**src/shared/rcd_pkg.sv**
```systemverilog
`default_nettype none
package rcd_pkg;
  // ****************
  // instruction fields
  // ****************
  localparam int OPC_HI       = 31;
  localparam int OPC_LO       = 28;
  localparam int RR_HI        = 27;
  localparam int RR_LO        = 22;
  localparam int RA_HI        = 21;
  localparam int RA_LO        = 16;
  localparam int RB_HI        = 15;
  localparam int RB_LO        = 10;
  localparam int DISP_HI      = 15;
  localparam int DISP_LO      = 0;
  localparam int LIT_HI       = 27;
  localparam int LIT_LO       = 0;
  localparam int DISP_FMT_BIT = 31;

  // ****************
  // register space
  // ****************
  localparam logic [5:0] GPR_LAST    = 6'h2f;
  localparam logic [5:0] SPECIAL_LO  = 6'h30;
  localparam logic [5:0] REG_PCQ     = 6'h3c;
  localparam logic [5:0] REG_PC_HISTORY_QUEUE_EXIT    = 6'h3d;
  localparam logic [5:0] REG_PSW     = 6'h3e;
  localparam logic [5:0] REG_PC      = 6'h3f;
  localparam logic [5:0] FPU_LAST    = 6'h36;
  localparam logic [5:0] CCU_FIRST   = 6'h37;
  localparam logic [31:0] PC_RESET   = 32'h0000_0000;
  localparam logic [31:0] UNDEF_DATA = 32'h0000_0000;

  typedef enum logic [15:0] {
    OP_TRAP    = 16'h0001,
    OP_EXTR    = 16'h0002,
    OP_UNDEF   = 16'h0004,
    OP_VEXTR   = 16'h0008,
    OP_TO_COP  = 16'h0010,
    OP_FROM_COP= 16'h0020,
    OP_COP_ALU = 16'h0040,
    OP_ALU     = 16'h0080,
    OP_UNDEF_B = 16'h0100,
    OP_TEST    = 16'h0200,
    OP_COP_ST  = 16'h0400,
    OP_COP_LD  = 16'h0800,
    OP_ST      = 16'h1000,
    OP_LD      = 16'h2000,
    OP_JUMP    = 16'h4000,
    OP_ADDI    = 16'h8000
  } rcd_op_t;
endpackage
`default_nettype wire

```
**src/rcd_decode.sv**
```systemverilog
`timescale 1ns/1ps
`default_nettype none
// Overview of operation
// - opcode is top four bits, then destination, then first source.
// - register specifiers are six bits; only 48 general registers exist.
// - store data, load and arithmetic destinations share one field.
// - single-source forms keep registers high, displacement in low halfword.
// - opcode msb set marks every 16 bit displacement format.
// - opcodes 0..7 decode trap through CPU arithmetic in order.
// - opcodes 8..15 decode reserved through add immediate in order.
// - registers 48..63 are special, never reachable by coprocessor instructions.
// - illegal special source reads give undefined data, no exception.
// - status word as destination writes nothing.
// - program counter readable as first source only.
// - pc queue holds four stage pcs, advancing only outside kernel mode.
// - on trap, writeback pc then three following instruction addresses.
// - bubbles carry the pc of the next valid instruction behind.
// - queue read returns writeback pc; queue write loads fetch pc.
// - queue-exit read returns writeback pc, leaves kernel one instruction later.
// - coprocessor specifiers form one six bit address space.
// - addresses 55..63 belong to the cache controller.
// - opcode 0 traps in user mode, no-op in kernel mode.
// - trap interrupt asserted in the instruction's writeback stage.
// - trap literal is kept in no register.
module rcd_decode
(
  input  wire  logic        sys_clk,
  input  wire  logic        rst,
  input  wire  logic        ce,
  input  wire  logic        instr_valid,
  input  wire  logic [31:0] instr,
  input  wire  logic        advance,
  input  wire  logic        kernel_mode,
  input  wire  logic [31:0] next_pc,
  input  wire  logic [31:0] result_data,
  input  wire  logic        result_valid,
  output rcd_pkg::rcd_op_t  op_q,
  output logic [5:0]        result_reg_field,
  output logic [5:0]        first_source_field,
  output logic [5:0]        second_source_field,
  output logic [15:0]       displacement,
  output logic              disp_format,
  output logic              gpr_write_en,
  output logic              cop_access,
  output logic              cop_to_float,
  output logic              cop_to_cache,
  output logic [5:0]        cop_addr,
  output logic              src_a_special,
  output logic              src_b_special,
  output logic              src_a_undef,
  output logic              src_b_undef,
  output logic [31:0]       special_rd_data_q,
  output logic              pcq_write,
  output logic              leave_kernel_q,
  output logic              sw_interrupt,
  output logic [31:0]       fetch_stage_pc,
  output logic [31:0]       execute_stage_pc,
  output logic [31:0]       memory_stage_pc,
  output logic [31:0]       writeback_stage_pc
);
  import rcd_pkg::*;

  // ****************
  // field extraction
  // ****************
  logic [3:0] opc;
  logic [5:0] rr, ra, rb;
  rcd_op_t    op_d;
  logic       is_alu, is_addi, is_vextr, dest_capable;

  assign opc = instr[OPC_HI:OPC_LO];
  assign rr  = instr[RR_HI:RR_LO];
  assign ra  = instr[RA_HI:RA_LO];
  assign rb  = instr[RB_HI:RB_LO];
  assign result_reg_field    = rr;
  assign first_source_field  = ra;
  assign second_source_field = rb;
  assign displacement = instr[DISP_HI:DISP_LO];
  assign disp_format  = instr[DISP_FMT_BIT];

  // ****************
  // opcode map
  // ****************
  always_comb begin
    op_d = rcd_op_t'(16'h0001 << opc);
  end

  assign is_alu   = (opc == 4'h7);
  assign is_addi  = (opc == 4'hf);
  assign is_vextr = (opc == 4'h3);
  assign dest_capable = (opc == 4'h1) || (opc == 4'h3) || (opc == 4'h5) || is_alu
                        || (opc == 4'hd) || is_addi;

  always_ff @(posedge sys_clk or posedge rst) begin
    if (rst) begin
      op_q <= OP_TRAP;
    end else if (ce && instr_valid) begin
      op_q <= op_d;
    end
  end

  // ****************
  // special register checks
  // ****************
  logic ra_ok, rb_ok, cop_op;

  assign src_a_special = (ra >= SPECIAL_LO);
  assign src_b_special = (rb >= SPECIAL_LO);
  // pc only as first source; others not as first source
  assign ra_ok = !src_a_special || (ra == REG_PC);
  assign rb_ok = !src_b_special || (((rb == REG_PSW) || (rb == REG_PCQ) || (rb == REG_PC_HISTORY_QUEUE_EXIT))
                                    && (is_alu || is_vextr));
  // undefined data only, never an exception
  assign src_a_undef = instr_valid && !ra_ok;
  assign src_b_undef = instr_valid && !rb_ok;

  // status word destination dropped, specials only by alu or add imm
  assign gpr_write_en = instr_valid && dest_capable && (rr != REG_PSW)
                        && ((rr <= GPR_LAST) || ((is_alu || is_addi) && (rr >= REG_PCQ)));

  // ****************
  // coprocessor address space
  // ****************
  assign cop_op     = (opc == 4'h4) || (opc == 4'h5) || (opc == 4'h6) || (opc == 4'ha) || (opc == 4'hb);
  assign cop_access = instr_valid && cop_op;
  // cop instructions name coprocessor registers, never cpu specials
  assign cop_addr     = (opc == 4'ha || opc == 4'hb) ? rr : (opc == 4'h6 ? rr : ra);
  assign cop_to_float = cop_access && (cop_addr <= FPU_LAST);
  assign cop_to_cache = cop_access && (cop_addr >= CCU_FIRST);

  // ****************
  // pc history queue
  // ****************
  logic wr_pcq;
  assign wr_pcq    = ce && result_valid && (rr == REG_PCQ) && (is_alu || is_addi);
  assign pcq_write = wr_pcq;

  rcd_pc_queue u_pcq (
    .sys_clk            (sys_clk),
    .rst                (rst),
    .ce                 (ce),
    .advance            (advance),       // bubbles repeat the pc behind
    .kernel_mode        (kernel_mode),
    .next_pc            (next_pc),
    .wr_en              (wr_pcq),
    .wr_data            (result_data),
    .fetch_stage_pc     (fetch_stage_pc),
    .execute_stage_pc   (execute_stage_pc),
    .memory_stage_pc    (memory_stage_pc),
    .writeback_stage_pc (writeback_stage_pc)
  );

  // read of queue or queue-exit returns writeback pc
  always_ff @(posedge sys_clk or posedge rst) begin
    if (rst) begin
      special_rd_data_q <= UNDEF_DATA;
    end else if (ce && instr_valid) begin
      if ((rb == REG_PCQ) || (rb == REG_PC_HISTORY_QUEUE_EXIT)) begin
        special_rd_data_q <= writeback_stage_pc;
      end else if (ra == REG_PC) begin
        special_rd_data_q <= fetch_stage_pc;
      end else begin
        special_rd_data_q <= UNDEF_DATA;
      end
    end
  end

  // kernel exit after one instruction of delay
  logic exit_pend_q;
  always_ff @(posedge sys_clk or posedge rst) begin
    if (rst) begin
      exit_pend_q    <= 1'b0;
      leave_kernel_q <= 1'b0;
    end else if (ce) begin
      leave_kernel_q <= 1'b0;
      if (instr_valid && advance && rb == REG_PC_HISTORY_QUEUE_EXIT && (is_alu || is_vextr)) begin
        exit_pend_q <= 1'b1;
      end else if (exit_pend_q && advance) begin
        exit_pend_q    <= 1'b0;
        leave_kernel_q <= 1'b1;
      end
    end
  end

  // ****************
  // trap pipe to writeback
  // ****************
  logic [2:0] trap_pipe_q;
  always_ff @(posedge sys_clk or posedge rst) begin
    if (rst) begin
      trap_pipe_q <= 3'h0;
    end else if (ce && advance) begin
      // literal deliberately dropped here
      trap_pipe_q <= {trap_pipe_q[1:0], instr_valid && (opc == 4'h0) && !kernel_mode};
    end
  end
  assign sw_interrupt = trap_pipe_q[2] && !kernel_mode;
endmodule
`default_nettype wire

```
**src/rcd_pc_queue.sv**
```systemverilog
`timescale 1ns/1ps
`default_nettype none
// four-entry stage pc history
module rcd_pc_queue
(
  input  wire  logic        sys_clk,
  input  wire  logic        rst,
  input  wire  logic        ce,
  input  wire  logic        advance,
  input  wire  logic        kernel_mode,
  input  wire  logic [31:0] next_pc,
  input  wire  logic        wr_en,
  input  wire  logic [31:0] wr_data,
  output logic [31:0] fetch_stage_pc,
  output logic [31:0] execute_stage_pc,
  output logic [31:0] memory_stage_pc,
  output logic [31:0] writeback_stage_pc
);
  import rcd_pkg::*;

  logic [31:0] q [4];
  genvar g;

  // entry 0 fetch; higher entries are later stages
  generate
    for (g = 0; g < 4; g++) begin : g_ent
      if (g == 0) begin : g_head
        // write has priority over the shift
        always_ff @(posedge sys_clk or posedge rst) begin
          if (rst) begin
            q[g] <= PC_RESET;
          end else if (ce) begin
            if (wr_en) begin
              q[g] <= wr_data;
            end else if (advance && !kernel_mode) begin
              q[g] <= next_pc;
            end
          end
        end
      end else begin : g_tail
        always_ff @(posedge sys_clk or posedge rst) begin
          if (rst) begin
            q[g] <= PC_RESET;
          end else if (ce && advance && !kernel_mode) begin
            q[g] <= q[g-1];
          end
        end
      end
    end
  endgenerate

  assign fetch_stage_pc     = q[0];
  assign execute_stage_pc   = q[1];
  assign memory_stage_pc    = q[2];
  assign writeback_stage_pc = q[3];
endmodule
`default_nettype wire

```
**config.mk**
```make
export PLATFORM = sky130hd
export DESIGN_NAME = rcd_decode
export DESIGN_NICKNAME = d
export VERILOG_FILES = /design/src/shared/rcd_pkg.sv /design/src/rcd_decode.sv /design/src/rcd_pc_queue.sv
export SDC_FILE = /design/constraint.sdc
export NUM_CORES = 1
export LEC_CHECK = 0
export BUFFER_PORTS_ARGS = -buffer_cell sky130_fd_sc_hd__buf_2
export CORE_ASPECT_RATIO = 1.25
export CORE_MARGIN = 4
export CORE_UTILIZATION = 40
export DETAILED_ROUTE_END_ITERATION = 8
export PLACE_DENSITY = 0.69
export REMOVE_ABC_BUFFERS = 1
export SYNTH_ARGS = -nofsm -noshare
export SYNTH_HDL_FRONTEND = slang
export SYNTH_SLANG_ARGS = --single-unit
```
**constraint.sdc**
```tcl
create_clock -name sys_clk -period 16.9 [get_ports sys_clk]
set_clock_uncertainty 0.2 [all_clocks]
set_input_delay 2.535 -clock sys_clk [delete_from_list [all_inputs] [get_ports sys_clk]]
set_output_delay 2.535 -clock sys_clk [all_outputs]
set_load 0.005 [all_outputs]
```
==> qor_table.md <==
| Group | Metric | Value |
| --- | --- | --- |
| outcome | Run status | finished clean |
| clocking | Total of hold buffers inserted after clock tree synthesis | 0 |
| finish | Area occupied by multi-input gates | 2850 µm² |
| power and ir drop | Sequential cell fraction of total power | 0.478 |
| placement | GP Congestion | 0.782 |
| yosys | Combined area of all synthesized cells | 7880 µm² |
| floorplan | Effective utilization at floorplan | 0.406 |
| clocking | Maximum level of the CTS H-tree | 4 |
| setup path | Startpoint kind of the worst setup timing path | primary input |
| setup path | Crit path arrival time | 3990 ps |
| timing | Aggregate negative setup slack | 0 ps |
| placement | Number of buffers added on ports | 310 |
| power and ir drop | Switching power | 0.403 mW |
| timing | Number of max-slew violations in the final report | 0 |
| finish | Share of cells above drive strength 1 | 0.502 |
| yosys | Mean instance size in the synthesized netlist | 12.1 µm² |
| drt | Violation count after the first detailed-routing iteration | 213 |
| power and ir drop | Share of power burned in combinational logic | 0.228 |
| setup path | Critical Path Start | instr[29] |
| timing | Max_slew headroom | 0.341 |
| timing | Final Hold Viols | 0 |
| yosys | Number of synthesized flops with an enable pin | 0 |
| yosys | Cell count after synthesis | 650 |
| yosys | Most frequently used cell type in the post-synthesis netlist | sky130_fd_sc_hd__dfrtp_1 |
| grt | Overall track demand over capacity in global routing | 0.182 |
| clocking | TritonCTS clock tree | yes |
| yosys | Number of flip-flops and latches in the synthesized netlist | 181 |
| yosys | Commonest cells in the netlist | 180 x sky130_fd_sc_hd__dfrtp_1, 102 x sky130_fd_sc_hd__mux2_2, 88 x sky130_fd_sc_hd__nand2_1 |
| drt | Vias per std cell | 4.98 |
| floorplan | Width of the chip | 134 µm |
| power and ir drop | Total power density per cell area | 134 nW/µm² |
| floorplan | Vert. Die Dim | 165 µm |
| finish | Core occupancy in the finished layout | 0.512 |
| yosys | Number of warnings printed during yosys synthesis | 0 |
| clocking | Post-CTS setup-driven buffer insertion count | 0 |
| grt | Total congestion overflow after global routing | 0 |
| yosys | Netlist cell types | 42 |
| power and ir drop | Switching share of total power | 0.302 |
| power and ir drop | Total power consumption of the routed design | 1.34 mW |
| yosys | Most used flip-flop cell after synthesis | sky130_fd_sc_hd__dfrtp_1 |
| yosys | Synth top area cells | sky130_fd_sc_hd__dfrtp_1 57%, sky130_fd_sc_hd__mux2_2 15%, sky130_fd_sc_hd__o21ai_0 4.8% |
| finish | Relative area change from synthesis to final layout | 26.0% |
| finish | Sequential cell area in the final layout | 4530 µm² |
| setup path | Required time at the endpoint of the critical path | 14160 ps |
| drt | Post-Route WL | 20.5 mm |
| drt | DRC violation count after routing | 0 |
| grt | Largest net degree at the start of global routing | 111 |
| clocking | Clock-pin transition on the worst setup and hold timing paths | 70 ps |
| timing | Final period demand of the worst path | 6730 ps |
| clocking | Worst skew pair latency | 420 ps |
| floorplan | Die Outline Area | 22000 µm² |
| finish | Nets | 1009 |
| timing | Actual slew at the worst max-slew pin | 989 ps |
| timing | Share of the clock period used by the worst path | 0.398 |
| worst hold path | Start point of the worst hold path | special_rd_data_q[24] |
| drt | Number of vias in the routed layout | 5900 |
| placement | Detailed placement HPWL | 14.4 mm |
| grt | Global-route wire length before repair | 31.5 mm |
| power and ir drop | Leakage | 5.04 nW |
| power and ir drop | IR drop worst, VDD | 0.0000615 V |
| yosys | Cell type with the highest aggregate area in the netlist | sky130_fd_sc_hd__dfrtp_1 |
| clocking | Buffer levels on the longest clock path | 2 |
| floorplan | Core Box Area | 19400 µm² |
| flow run | Number of max-cap violations | 0 |
| grt | Vias in the first global route | 5820 |
| floorplan | Number of top-level pins | 331 |
| timing | Setup repair after global routing missed its margin | no |
| power and ir drop | Cell Int Power | 0.932 mW |
| clocking | Clock sinks | 181 |
| drt | Routed length per instance | 17.3 µm |
| drt | Number of search-and-repair iterations in the first detailed-routing pass | 4 |
| finish | Final-layout fill cell count | 1769 |
| setup path | WS Path Type | primary input to primary output |
| setup path | Critical path capture point type | primary output |
| yosys | Share of the synthesized area in the top cell type | 0.572 |
| worst hold path | Type of the most critical hold path | register to register |
| yosys | Part of the Yosys area used for sequential elements | 0.575 |
| clocking | Clock Tree Root | sky130_fd_sc_hd__clkbuf_16 |
| clocking | # resized after CTS | 0 |
| timing | Final setup violating endpoints | 0 |
| clocking | Clock buffers created by TritonCTS | 17 |
| floorplan | Number of rows in the core area | 57 |
| finish | Antenna cells | 0 |
| setup path | Startpoint of the most critical register-to-register path | u_pcq.fetch_stage_pc[5] |
| timing | Maximum clock rate | 0.149 GHz |
| power and ir drop | Power share of the clock group | 0.293 |
| grt | Antenna violations before repair | 0 |
| drt | Number of nets still failing antenna checks after routing | 0 |
| yosys | Share of async-settable or async-resettable flops after synthesis | 1.00 |
| setup path | Biggest fanout along the worst timing path | 65 |
[through the flow]
step	instance area, µm²	hold WS (ps)	setup WS (ps)	cells
global route	9930	302	9940	1184
finish	9930	272	10170	1184
floorplan	7390	238	9130	572
CTS	9930	279	10070	1184
global placement	9330	257	10140	1152
detailed placement	9330	263	10080	1152
[cell families after synthesis]
kind of cell | after synthesis | share of synthesized area
flops | 181 | 0.575
buf+inv | 85 | 0.0659
simple gates | 122 | 0.0748
compound gates | 128 | 0.0981
mux | 134 | 0.186
[final cells by class]
type,count,share of cell area
Multi-Input combinational cell,384,0.287
Sequential cell,181,0.456
Timing Repair Buffer,315,0.160
Tap cell,265,0.0334
Clock inverter,15,0.0169
Inverter,7,0.00315
Clock buffer,17,0.0429
[critical path: stages]
cell	delay (ps)
sky130_fd_sc_hd__buf_2	210
sky130_fd_sc_hd__nand2_1	190
sky130_fd_sc_hd__nor4_4	310
sky130_fd_sc_hd__buf_4	500
sky130_fd_sc_hd__buf_2	220
[flip-flops by register name, indices dropped and copies added (netlist names)]
signal	flops
u_pcq.writeback_stage_pc	32
special_rd_data_q	32
u_pcq.execute_stage_pc	32
op_q	16
leave_kernel_q	1
u_pcq.memory_stage_pc	32
exit_pend_q	1
trap_pipe_q	3
u_pcq.fetch_stage_pc	32
[metal layers]
metal	share of wire	vias up	track usage
li1	-	2762	-
met1	0.38	2881	0.199
met2	0.53	227	0.333
met3	0.067	30	0.0564
met4	0.023	0	0.0613
met5	0	-	0
[worst paths after layout]
kind,to,slack [ps],cells past startpoint
min in group asynchronous,u_pcq.fetch_stage_pc[29],2130,2
worst max register to register,special_rd_data_q[5],15830,2
worst min register to register,special_rd_data_q[24],270,2
max in group asynchronous,special_rd_data_q[24],12920,3
worst max-delay path,pcq_write,10170,5
worst min-delay path,special_rd_data_q[24],270,2
[layout by cell type (no fill, tap or decap), types with 3 or more instances in the layout]
cell	instances
sky130_fd_sc_hd__clkinvlp_4	3
sky130_fd_sc_hd__inv_6	4
sky130_fd_sc_hd__clkbuf_16	17
sky130_fd_sc_hd__buf_4	5
sky130_fd_sc_hd__buf_2	310
sky130_fd_sc_hd__dfrtp_1	180
sky130_fd_sc_hd__nand2_1	87
sky130_fd_sc_hd__nor2b_1	4
sky130_fd_sc_hd__o21ai_0	76
sky130_fd_sc_hd__a22oi_1	32
sky130_fd_sc_hd__a21oi_1	5
sky130_fd_sc_hd__mux2_2	102
sky130_fd_sc_hd__mux2i_1	32
sky130_fd_sc_hd__a22o_1	4
sky130_fd_sc_hd__o41ai_1	3
sky130_fd_sc_hd__inv_1	6
sky130_fd_sc_hd__nand3_1	8
sky130_fd_sc_hd__inv_8	3
[power groups by stage]
stage	clock, mW	combinational [mW]	sequential (mW)
after global placement	0	0.305	0.643
after floorplan	0	0.125	0.642
final	0.392	0.305	0.639
after CTS	0.403	0.312	0.639
after global routing	0.422	0.335	0.655
after detailed placement	0	0.311	0.647
Note: power is estimated with default switching activity, not from simulation.
